--- src/qsc_cfg.svh ---
// constants of the quad sample convert sequencer
`ifndef QSC_CFG_SVH
`define QSC_CFG_SVH

`define QSC_CODE_W        12
`define QSC_NUM_CH        4
`define QSC_LAST_CH       2'h3
`define QSC_CODE_STEPS    4096
`define QSC_CODE_POS_FS   12'h7ff
`define QSC_CODE_NEG_FS   12'h800
`define QSC_CODE_ZERO     12'h000
`define QSC_CODE_MINUS1   12'hfff
`define QSC_TRIAL_MSB     12'h800
`define QSC_CH_CYCLES     5'h12
`define QSC_BIT_CYCLES    5'h0c
`define QSC_SEQ_EDGES     78
`define QSC_CLK_PERIOD_NS 10
`define QSC_SEQ_MAX_NS    32500
`define QSC_CONV_CLK_NS   400
`define QSC_SEQ_MAX_CYC   (`QSC_SEQ_MAX_NS / `QSC_CONV_CLK_NS)
`define QSC_FIFO_DEPTH    16

`endif

--- src/qsc_pkg.sv ---
// types of the quad sample convert sequencer
package qsc_pkg;
  typedef enum logic [1:0] {QSC_IDLE, QSC_CONV, QSC_PUSH, QSC_DRAIN} qsc_state_t;
  typedef logic [1:0]  qsc_chan_t;
  typedef logic [11:0] qsc_code_t;
endpackage

--- src/qsc_fifo.sv ---
// result fifo with valid/ready on both sides
`timescale 1ns/10ps
module qsc_fifo #(
  parameter int WIDTH = 12,
  parameter int DEPTH = 16
) (
  input  wire logic             ref_clk,
  input  wire logic             reset,
  input  wire logic             in_valid,
  output logic                  in_ready,
  input  wire logic [WIDTH-1:0] in_data,
  output logic                  out_valid,
  input  wire logic             out_ready,
  output logic      [WIDTH-1:0] out_data
);
  localparam int AW = $clog2(DEPTH);

  logic [WIDTH-1:0] mem [DEPTH];
  logic [AW:0]      wr_ptr_r;
  logic [AW:0]      rd_ptr_r;
  logic             push;
  logic             pop;

  assign in_ready  = (wr_ptr_r - rd_ptr_r) != (AW+1)'(DEPTH);
  assign out_valid = wr_ptr_r != rd_ptr_r;
  assign out_data  = mem[rd_ptr_r[AW-1:0]];
  assign push      = in_valid & in_ready;
  assign pop       = out_valid & out_ready;

  always_ff @(posedge ref_clk) begin
    if (push) begin
      mem[wr_ptr_r[AW-1:0]] <= in_data;
    end
  end

  always_ff @(posedge ref_clk or posedge reset) begin
    if (reset) begin
      wr_ptr_r <= '0;
    end else if (push) begin
      wr_ptr_r <= wr_ptr_r + 1'b1;
    end
  end

  always_ff @(posedge ref_clk or posedge reset) begin
    if (reset) begin
      rd_ptr_r <= '0;
    end else if (pop) begin
      rd_ptr_r <= rd_ptr_r + 1'b1;
    end
  end
endmodule // qsc_fifo

--- src/qsc_sequencer.sv ---
// four channel simultaneous sampling convert sequencer with implicit readout
`timescale 1ns/10ps
`include "qsc_cfg.svh"
module qsc_sequencer (
  input  wire logic             ref_clk,
  input  wire logic             reset,
  input  wire logic             sample_trigger_n,
  input  wire qsc_pkg::qsc_code_t analog_input_one,
  input  wire qsc_pkg::qsc_code_t analog_input_two,
  input  wire qsc_pkg::qsc_code_t analog_input_three,
  input  wire qsc_pkg::qsc_code_t analog_input_four,
  input  wire logic             chip_select_n,
  input  wire logic             read_strobe_n,
  output qsc_pkg::qsc_code_t    result_bus_out,
  output logic                  result_bus_oe,
  output logic                  done_flag_n,
  output logic                  hold_mode
);
  import qsc_pkg::*;

  qsc_state_t state_r;
  qsc_chan_t  conv_ch_r;
  qsc_chan_t  store_idx_r;
  qsc_chan_t  rd_ptr_r;
  logic [4:0] bit_cnt_r;
  qsc_code_t  sar_r;
  qsc_code_t  held_r [`QSC_NUM_CH];
  qsc_code_t  result_r [`QSC_NUM_CH];
  qsc_code_t  track_in [`QSC_NUM_CH];
  logic       trig_s1_r;
  logic       trig_s2_r;
  logic       trig_s3_r;
  logic       trig_rise;
  logic       rd_act;
  logic       rd_act_q_r;
  logic       rd_fall;
  logic       rd_rise;
  logic       first_read_r;
  logic       done_flag_n_r;
  logic       hold_mode_r;
  logic       result_bus_oe_r;
  qsc_code_t  result_bus_r;
  qsc_code_t  trial;
  qsc_code_t  held_ob;
  qsc_code_t  conv_code;
  logic       fifo_in_valid;
  logic       fifo_in_ready;
  logic       fifo_out_valid;
  logic       fifo_out_ready;
  qsc_code_t  fifo_out_data;
  logic       store;
  logic       last_store;
  logic [15:0] seq_cyc_r;

  assign track_in[0] = analog_input_one;
  assign track_in[1] = analog_input_two;
  assign track_in[2] = analog_input_three;
  assign track_in[3] = analog_input_four;

  // trigger synchroniser and rising edge
  always_ff @(posedge ref_clk or posedge reset) begin
    if (reset) begin
      trig_s1_r <= 1'b1;
      trig_s2_r <= 1'b1;
      trig_s3_r <= 1'b1;
    end else begin
      trig_s1_r <= sample_trigger_n;
      trig_s2_r <= trig_s1_r;
      trig_s3_r <= trig_s2_r;
    end
  end
  assign trig_rise = trig_s2_r & ~trig_s3_r;

  // track/hold per channel
  genvar gi;
  generate
    for (gi = 0; gi < `QSC_NUM_CH; gi++) begin : g_hold
      always_ff @(posedge ref_clk or posedge reset) begin
        if (reset) begin
          held_r[gi] <= `QSC_CODE_ZERO;
        end else if (!hold_mode_r) begin
          held_r[gi] <= track_in[gi];
        end else if (trig_rise && state_r == QSC_IDLE) begin
          held_r[gi] <= track_in[gi];
        end
      end
    end
  endgenerate

  always_ff @(posedge ref_clk or posedge reset) begin
    if (reset) begin
      hold_mode_r <= 1'b0;
    end else if (trig_rise && state_r == QSC_IDLE) begin
      hold_mode_r <= 1'b1;
    end else if (last_store) begin
      hold_mode_r <= 1'b0;
    end
  end

  // successive approximation in offset binary
  assign held_ob   = {~held_r[conv_ch_r][11], held_r[conv_ch_r][10:0]};
  assign trial     = sar_r | (`QSC_TRIAL_MSB >> bit_cnt_r);
  assign conv_code = {~sar_r[11], sar_r[10:0]};

  // conversion sequence
  always_ff @(posedge ref_clk or posedge reset) begin
    if (reset) begin
      state_r   <= QSC_IDLE;
      conv_ch_r <= 2'h0;
      bit_cnt_r <= 5'h00;
      sar_r     <= `QSC_CODE_ZERO;
    end else begin
      unique case (state_r)
        QSC_IDLE: begin
          if (trig_rise) begin
            state_r   <= QSC_CONV;
            conv_ch_r <= 2'h0;
            bit_cnt_r <= 5'h00;
            sar_r     <= `QSC_CODE_ZERO;
          end
        end
        QSC_CONV: begin
          if (bit_cnt_r < `QSC_BIT_CYCLES && trial <= held_ob) begin
            sar_r <= trial;
          end
          if (bit_cnt_r == `QSC_CH_CYCLES - 5'h01) begin
            state_r <= QSC_PUSH;
          end else begin
            bit_cnt_r <= bit_cnt_r + 5'h01;
          end
        end
        QSC_PUSH: begin
          if (fifo_in_ready) begin
            if (conv_ch_r == `QSC_LAST_CH) begin
              state_r <= QSC_DRAIN;
            end else begin
              state_r   <= QSC_CONV;
              conv_ch_r <= conv_ch_r + 2'h1;
              bit_cnt_r <= 5'h00;
              sar_r     <= `QSC_CODE_ZERO;
            end
          end
        end
        QSC_DRAIN: begin
          if (last_store) begin
            state_r <= QSC_IDLE;
          end
        end
      endcase
    end
  end

  assign fifo_in_valid  = (state_r == QSC_PUSH);
  assign fifo_out_ready = ~rd_act;
  assign store          = fifo_out_valid & fifo_out_ready;
  assign last_store     = store & (store_idx_r == `QSC_LAST_CH);

  qsc_fifo #(
    .WIDTH (`QSC_CODE_W),
    .DEPTH (`QSC_FIFO_DEPTH)
  ) u_fifo (
    .ref_clk   (ref_clk),
    .reset     (reset),
    .in_valid  (fifo_in_valid),
    .in_ready  (fifo_in_ready),
    .in_data   (conv_code),
    .out_valid (fifo_out_valid),
    .out_ready (fifo_out_ready),
    .out_data  (fifo_out_data)
  );

  // result registers filled in channel order
  always_ff @(posedge ref_clk or posedge reset) begin
    if (reset) begin
      store_idx_r <= 2'h0;
    end else if (trig_rise && state_r == QSC_IDLE) begin
      store_idx_r <= 2'h0;
    end else if (store) begin
      store_idx_r <= store_idx_r + 2'h1;
    end
  end

  generate
    for (gi = 0; gi < `QSC_NUM_CH; gi++) begin : g_result
      always_ff @(posedge ref_clk or posedge reset) begin
        if (reset) begin
          result_r[gi] <= `QSC_CODE_ZERO;
        end else if (store && store_idx_r == 2'(gi)) begin
          result_r[gi] <= fifo_out_data;
        end
      end
    end
  endgenerate

  // host read cycle detection
  assign rd_act  = ~chip_select_n & ~read_strobe_n;
  assign rd_fall = rd_act & ~rd_act_q_r;
  assign rd_rise = ~rd_act & rd_act_q_r;

  always_ff @(posedge ref_clk or posedge reset) begin
    if (reset) begin
      rd_act_q_r <= 1'b0;
    end else begin
      rd_act_q_r <= rd_act;
    end
  end

  always_ff @(posedge ref_clk or posedge reset) begin
    if (reset) begin
      done_flag_n_r <= 1'b1;
    end else if (last_store) begin
      done_flag_n_r <= 1'b0;
    end else if (rd_fall && first_read_r) begin
      done_flag_n_r <= 1'b1;
    end
  end

  always_ff @(posedge ref_clk or posedge reset) begin
    if (reset) begin
      first_read_r <= 1'b0;
    end else if (last_store) begin
      first_read_r <= 1'b1;
    end else if (rd_fall) begin
      first_read_r <= 1'b0;
    end
  end

  always_ff @(posedge ref_clk or posedge reset) begin
    if (reset) begin
      rd_ptr_r <= 2'h0;
    end else if (trig_rise) begin
      rd_ptr_r <= 2'h0;
    end else if (rd_rise && rd_ptr_r != `QSC_LAST_CH) begin
      rd_ptr_r <= rd_ptr_r + 2'h1;
    end
  end

  always_ff @(posedge ref_clk or posedge reset) begin
    if (reset) begin
      result_bus_oe_r <= 1'b0;
      result_bus_r    <= `QSC_CODE_ZERO;
    end else begin
      result_bus_oe_r <= rd_act;
      result_bus_r    <= rd_act ? result_r[rd_ptr_r] : `QSC_CODE_ZERO;
    end
  end

  // trigger to done cycle counter
  always_ff @(posedge ref_clk or posedge reset) begin
    if (reset) begin
      seq_cyc_r <= 16'h0000;
    end else if (trig_rise && state_r == QSC_IDLE) begin
      seq_cyc_r <= 16'h0001;
    end else if (state_r != QSC_IDLE) begin
      seq_cyc_r <= seq_cyc_r + 16'h0001;
    end
  end

  assign result_bus_out = result_bus_r;
  assign result_bus_oe  = result_bus_oe_r;
  assign done_flag_n    = done_flag_n_r;
  assign hold_mode      = hold_mode_r;
endmodule // qsc_sequencer

--- config.mk ---
export PLATFORM = sky130hd
export DESIGN_NAME = qsc_sequencer
export DESIGN_NICKNAME = d
export VERILOG_FILES = /design/src/qsc_pkg.sv /design/src/qsc_fifo.sv /design/src/qsc_sequencer.sv
export VERILOG_INCLUDE_DIRS = /design/src
export SDC_FILE = /design/constraint.sdc
export NUM_CORES = 1
export LEC_CHECK = 0
export BUFFER_PORTS_ARGS = -buffer_cell sky130_fd_sc_hd__buf_4
export CAP_MARGIN = 20
export CORE_ASPECT_RATIO = 1.75
export CORE_MARGIN = 10
export CORE_UTILIZATION = 35
export CTS_CLUSTER_DIAMETER = 30
export DETAILED_ROUTE_END_ITERATION = 12
export HOLD_SLACK_MARGIN = 0.02
export PLACE_DENSITY = 0.48
export SLEW_MARGIN = 20
export SYNTH_ARGS = -nofsm -noshare
export SYNTH_HDL_FRONTEND = slang
export SYNTH_HIERARCHICAL = 1
export SYNTH_SLANG_ARGS = --single-unit
--- constraint.sdc ---
create_clock -name ref_clk -period 6.45 [get_ports ref_clk]
set_input_delay 1.29 -clock ref_clk [delete_from_list [all_inputs] [get_ports ref_clk]]
set_output_delay 1.29 -clock ref_clk [all_outputs]
set_load 0.005 [all_outputs]
# Yosys cells after proc, flatten, opt, wreduce, memory -nomap -nowiden
# Memories as Yosys holds them, arrays and structs flattened.
# Cells that the tools add are included.
# op_classes
shift,1
reduce_logical,21
mux,47
bitwise,17
addsub,7
n_lt_le_gt_ge,4
eq_ne,19
# op_table
operator,n
2-to-1 mux 12 bit,17
binary-select mux 12 bit (select 2 bit),2
case mux 12 bit (3 select lines),1
2-to-1 mux 2 bit,12
2-to-1 mux 5 bit,4
!= test 2 bit (second input constant),8
adder 5 x 1 -> 5 bit (second input constant),3
case mux 5 bit (3 select lines),1
<= comparator 12 bit,1
bitwise OR 12 bit,1
nonzero test 2 bit,6
>> shifter 12 x 5 -> 12 bit (first input constant),1
equality test 2 bit (second input constant),5
AND reduction 5 bit,2
logical AND 1 bit,8
2-to-1 mux 1 bit,8
case mux 2 bit (4 select lines),1
AND reduction 4 bit,2
bitwise AND 1 bit,7
NOT 1 bit,7
adder 2 x 1 -> 2 bit (second input constant),3
>= comparator 3 bit (second input constant),2
NOT 2 -> 3 bit,2
equality test 5 bit (second input constant),1
other kinds (9),11
# totals
in_bits,53
ff_bits,150
wordCells,141
ram_bits,192
out_inout_bits,15
n_memories,1
# mem_list
memory,words,width,read_ports,rd_clocked_by_memory_dff,write_ports,line_no,text
u_fifo.mem,16,12,1,0,1,qsc_fifo.sv:18,logic [WIDTH-1:0] mem [DEPTH];

# Longest topological paths before layout
# logic_depth
depth_word,9
mapped_depth,17
depth_no_buf,12

# By module
# Netlist, hierarchy kept.
# by_module_without_submodules
mod,cells_each,seq_area_each_um2,area_each_um2,n_inst
qsc_fifo,439,6015.8,8261.7,1
qsc_sequencer,492,3508.4,6560.0,1

# Worst setup path before layout
# Ideal clock, no wire load.
# synth_timing
kind,reg2reg
start,reg u_fifo.rd_ptr_r[2]
end,"mem u_fifo.mem[0][0], enable pin"
n_path_buf,3
t_arrival_ps,3257
setup_ps,412
setup_slack_ps,2781
synth_period_minus_slack_ps,3669
required_time_ps,6038
path_stages_with_launch,11
path_cell_list,dfrtp_1 > buf_1 > inv_1 > clkbuf_1 > ha_1 > buf_6 > nand2_1 > o21bai_1 > a211o_1 > a21oi_4 > nor4_1
# synth_via
elab_chain_cells,5
# synth_rtl
item,line_no,text
start: declaration,qsc_fifo.sv:20,logic [AW:0] rd_ptr_r;
start signal: assignment,qsc_fifo.sv:48,rd_ptr_r <= rd_ptr_r + 1'b1;
subtractor 5 bit,qsc_fifo.sv:24,assign in_ready = (wr_ptr_r - rd_ptr_r) != (AW+1)'(DEPTH);
!= test 5 bit,qsc_fifo.sv:24,
bitwise AND 1 bit,qsc_fifo.sv:27,assign push = in_valid & in_ready;
2-to-1 mux 1 bit,qsc_fifo.sv:31,if (push) begin
2-to-1 mux 1 bit (not written as such),qsc_fifo.sv:32,mem[wr_ptr_r[AW-1:0]] <= in_data;
end: declaration,qsc_fifo.sv:18,
# Every way passes these cells.

# Worst setup path after layout
# layout_timing
start,reg u_fifo.rd_ptr_r[2]
end,reg sar_r[5]
# layout_via
elab_chain_cells,4
# layout_rtl
item,line_no,text
subtractor 5 bit,qsc_fifo.sv:24,
!= test 5 bit,qsc_fifo.sv:24,
named net fifo_in_ready,qsc_sequencer.sv:47,logic fifo_in_ready;
!= test 2 bit (no source line),-,
AND reduction 5 bit (no source line),-,
end signal: assignment,qsc_sequencer.sv:111,sar_r <= `QSC_CODE_ZERO;
end signal: assignment,qsc_sequencer.sv:119,sar_r <= `QSC_CODE_ZERO;
end signal: assignment,qsc_sequencer.sv:124,sar_r <= trial;
end: declaration,qsc_sequencer.sv:26,qsc_code_t sar_r;
# The timed path passes the listed nets, and every way through them passes these cells.
# A chain may end at the register's enable or synchronous reset.

==> metrics.md <==
| Metric | Value |
|---|---|
| Outcome | `completed` |
| First-pass GRT wire length | `57.5 mm` |
| Fin crit share | `69.2%` |
| Final #Nets | `1117` |
| PwrDens | `479 mW/mm^2` |
| Via count | `8309` |
| Setup bufs post-CTS | `0` |
| Num Clock Sinks | `342` |
| Crit path arrival time | `4960 ps` |
| Crit path launch type | `flop` |
| Synth unique cells | `61` |
| Width of the die | `~180 microns` |
| Starting DRT DRC Count | `442` |
| Detail Route Antenna Nets | `0` |
| Area fraction of the dominant cell type after synthesis | `between 30% and 40%` |
| Max stage delay on crit path | `about 530 ps` |
| Largest area contributor in the netlist | `edfxtp_1` |
| Top area cells in the synthesized netlist | `edfxtp_1, dfrtp_1, mux4_2, mux2_1, ha_1` |
| I/O pin total | `68` |
| Root Driver | `clkbuf_16` |
| Max clock buf depth | `3` |
| Hold_buf cts | `0` |
| Most used cell along the critical path | `a211o_1` |
| Clock Pin Slew Worst Setup and Hold Paths | `60 ps` |
| Post-Syn Instances | `931` |
| Final std cells w/o fill | `1632` |
| Post-CTS resize count | `0` |
| H-tree levels | `2` |
| Worst r2r src | `u_fifo/rd_ptr_r[2]` |
| Logic pwr share | `about 29%` |
| GRT Residual Overflow | `0` |
| Clock power share | `between 30% and 40%` |
| ANT cells | `0` |
| Setup TNS | `0 ps` |
| Die area | `0.0513 sq mm` |
| Finish-stage setup viols | `0` |
| Most frequent cells in the layout | `edfxtp_1, dfrtp_1, buf_4` |
| Multi-input logic area | `0.00494 sq mm` |
| P_int | `5.69 mW` |
| Fillers | `3806` |
| Hold Path Origin | `trig_s1_r` |
| Cts bufs inserted | `54` |
| HPWL after DPL | `roughly 26 mm` |
| Wire per inst | `22.6 microns` |
| Max VDD drop | `0.268 mV` |
| # rows | `approximately 100` |
| Commonest non-fill, non-tap cell in the layout | `edfxtp_1` |
| Area grow syn2layout | `20.7%` |
| EDFF count, synth | `approximately 190` |
| Asr flop ratio synth | `about 44%` |
| First-pass DRT Iterations | `4` |
| Max-slew violation count | `0` |
| Seq cells post-synth | `342` |
| Starting Density | `35.5%` |
| Vias in the first global route | `~9400` |
| Slew @ Worst Pin | `1060 ps` |
| Max_cap viols | `0` |
| Register area share after synthesis | `64.3%` |
| Routability Congestion | `0.879` |
| RSZ-0062 raised after global routing | `no` |
| Yosys Warn Count | `6` |
| Final hold vios | `0` |
| Crit Path Class | `flop to flop` |
| Core Area | `0.0417 sq mm` |
| Rel. slew slack | `between 20% and 30%` |
| Sw Ratio | `33.6%` |
| CP required | `6950 ps` |
| Largest net degree at the start of global routing | `86` |
| Cell Area, Synth | `0.0148 sq mm` |
| Register area | `0.00953 sq mm` |
| Share of layout cells above drive strength 1 | `between 20% and 30%` |
| IO buf count | `67` |
| CP top delay family | `compound AO/OA/AOI/OAI gates` |
| P_sw | `2.88 mW` |
| Ys flop type | `edfxtp_1` |
| CTS tree | `built` |
| Syn nets | `between 1000 and 1500` |
| Buffer and inverter count on the worst path | `3` |
| Total Wirelength | `36.9 mm` |
| Crit Path Max Fanout | `40` |
| Slowest CP cell | `a2bb2oi_2` |
| Vias per cell | `5.09` |
| DR DRC count | `0` |
| CP Capture Type | `flop` |
| Initial antenna violation count | `0` |
| Cell Chain, Critical Path | `buf_4 -> inv_1 -> ha_1 -> nand2_1 -> o21bai_1 -> a211o_1 -> a21oi_4 -> inv_2 -> and2b_1 -> nand2_2 -> a221o_1 -> a2bb2oi_2 -> a211o_1` |
| Worst Skew | `36.8 ps` |
| CP startpoint | `u_fifo/rd_ptr_r[2]` |
| Period minus WS final | `about 4500 ps` |
| Worst Hold Class | `flop to flop` |
| Die Y | `292 microns` |
| Max Clock Freq | `0.224 GHz` |
| Worst skew pair latency | `590 ps` |
| WHS | `between 300 and 400 ps` |
| Sequential group share of total power | `36.6%` |
| Leakage power | `6.95 nW` |
| Dpl cells | `1530` |
| Mapped Avg Cell Area | `around 16 sq um` |
| All-Layer GR Usage | `14.7%` |
[per-stage QoR]
step | cell area (sq um) | worst slack (ps) | util [%] | power [mW]
floorplan | 14800 | 1410 | - | 4.90
global placement | 16000 | 1980 | 38.3 | 5.72
detailed placement | 16000 | 1950 | 38.3 | 5.76
CTS | 17900 | 1920 | 42.9 | 8.73
global route | 17900 | 1640 | 42.9 | 9.07
finish | 17900 | 1990 | 42.9 | 8.58
[synthesized netlist by cell type (2+ instances only)]
cell type,count
edfxtp_1,192
dfrtp_1,146
mux2_1,86
nand2_1,73
mux4_2,72
inv_1,42
ha_1,33
nor3_1,22
a21oi_1,20
clkbuf_1,20
a31oi_1,17
nand3_1,16
nor4_1,16
o21ai_0,15
and2_1,14
buf_2,14
nor2_1,14
a211o_1,13
and3_1,12
mux2_2,10
xnor2_1,8
nand4_1,6
buf_4,5
nor2b_1,5
a21o_1,4
buf_6,4
dfstp_2,4
buf_1,3
nand2b_1,3
o211ai_1,3
a21oi_2,2
and2b_1,2
inv_2,2
o21bai_1,2
o22ai_1,2
o31a_1,2
o41ai_4,2
xor2_1,2
[kinds of logic (layout without fill, tap and decap cells)]
| kind of cell | after synthesis | count (layout) | share of synthesized area, % |
|---|---|---|---|
| flip-flops | 342 | 342 | 64.3 |
| AND/OR/NAND/NOR | 196 | 196 | 6.78 |
| multiplexers | 170 | 170 | 18.4 |
| buffers and inverters | 90 | 236 | 2.73 |
| AO/OA/AOI/OAI | 89 | 89 | 4.35 |
| adder cells (fa/ha/maj) | 33 | 33 | 2.79 |
| XOR/XNOR | 11 | 11 | 0.701 |
[registers in the layout, summed over array words and instances (netlist names), 5 cells and up]
register and cells:
held_r 48, u_fifo/wr_ptr_r 5, result_r 48, u_fifo/rd_ptr_r 5, sar_r 12, bit_cnt_r 5
result_bus_out 12, u_fifo/mem 192
[layer usage]
layer	vias to the layer above	track usage [%]	wire length, microns	part of all wire, %
li1	3759	-	-	-
met2	178	29.2	21600	58
met3	66	2.59	1300	3.5
met4	0	5.77	1210	3.3
met5	-	0	0	0
met1	4306	14.4	12800	35
[power by group through the flow]
stage	sequential, mW	combinational (mW)	clock (mW)
2_1_floorplan	2.98	1.92	0
3_3_place_gp	3.18	2.53	0
3_5_place_dp	3.20	2.56	0
4_1_cts	3.16	2.56	3.01
5_1_grt	3.21	2.74	3.11
6_report	3.14	2.49	2.94
[worst reg2reg max path: cells and delay by family, from the launching register on]
family          cells  cell delay [ps]
flops               1              320
simple gates        3              400
buf+inv             3              890
compound gates      6             2250
fa+ha+maj           1              520
[worst paths after layout]
path                                           end  slack, ps  cells after the start
min in group asynchronous       u_fifo/rd_ptr_r[3]        750                      2
worst max register to register            sar_r[5]       1990                     13
worst min-delay path                     trig_s2_r        350                      0
max in group asynchronous             result_r[11]       4380                      3
worst max-delay path                      sar_r[5]       1990                     13
worst min register to register           trig_s2_r        350                      0
[final cells by class]
class / instances / area share (%)
clock buffer: 67 / 8.06
timing repair buffer: 90 / 3.78
tap: 555 / 3.88
clock inverter: 35 / 2.49
sequential: 342 / 53.3
inverter: 44 / 0.951
multi-input combinational: 499 / 27.6
(Power assumes the default switching activity.)
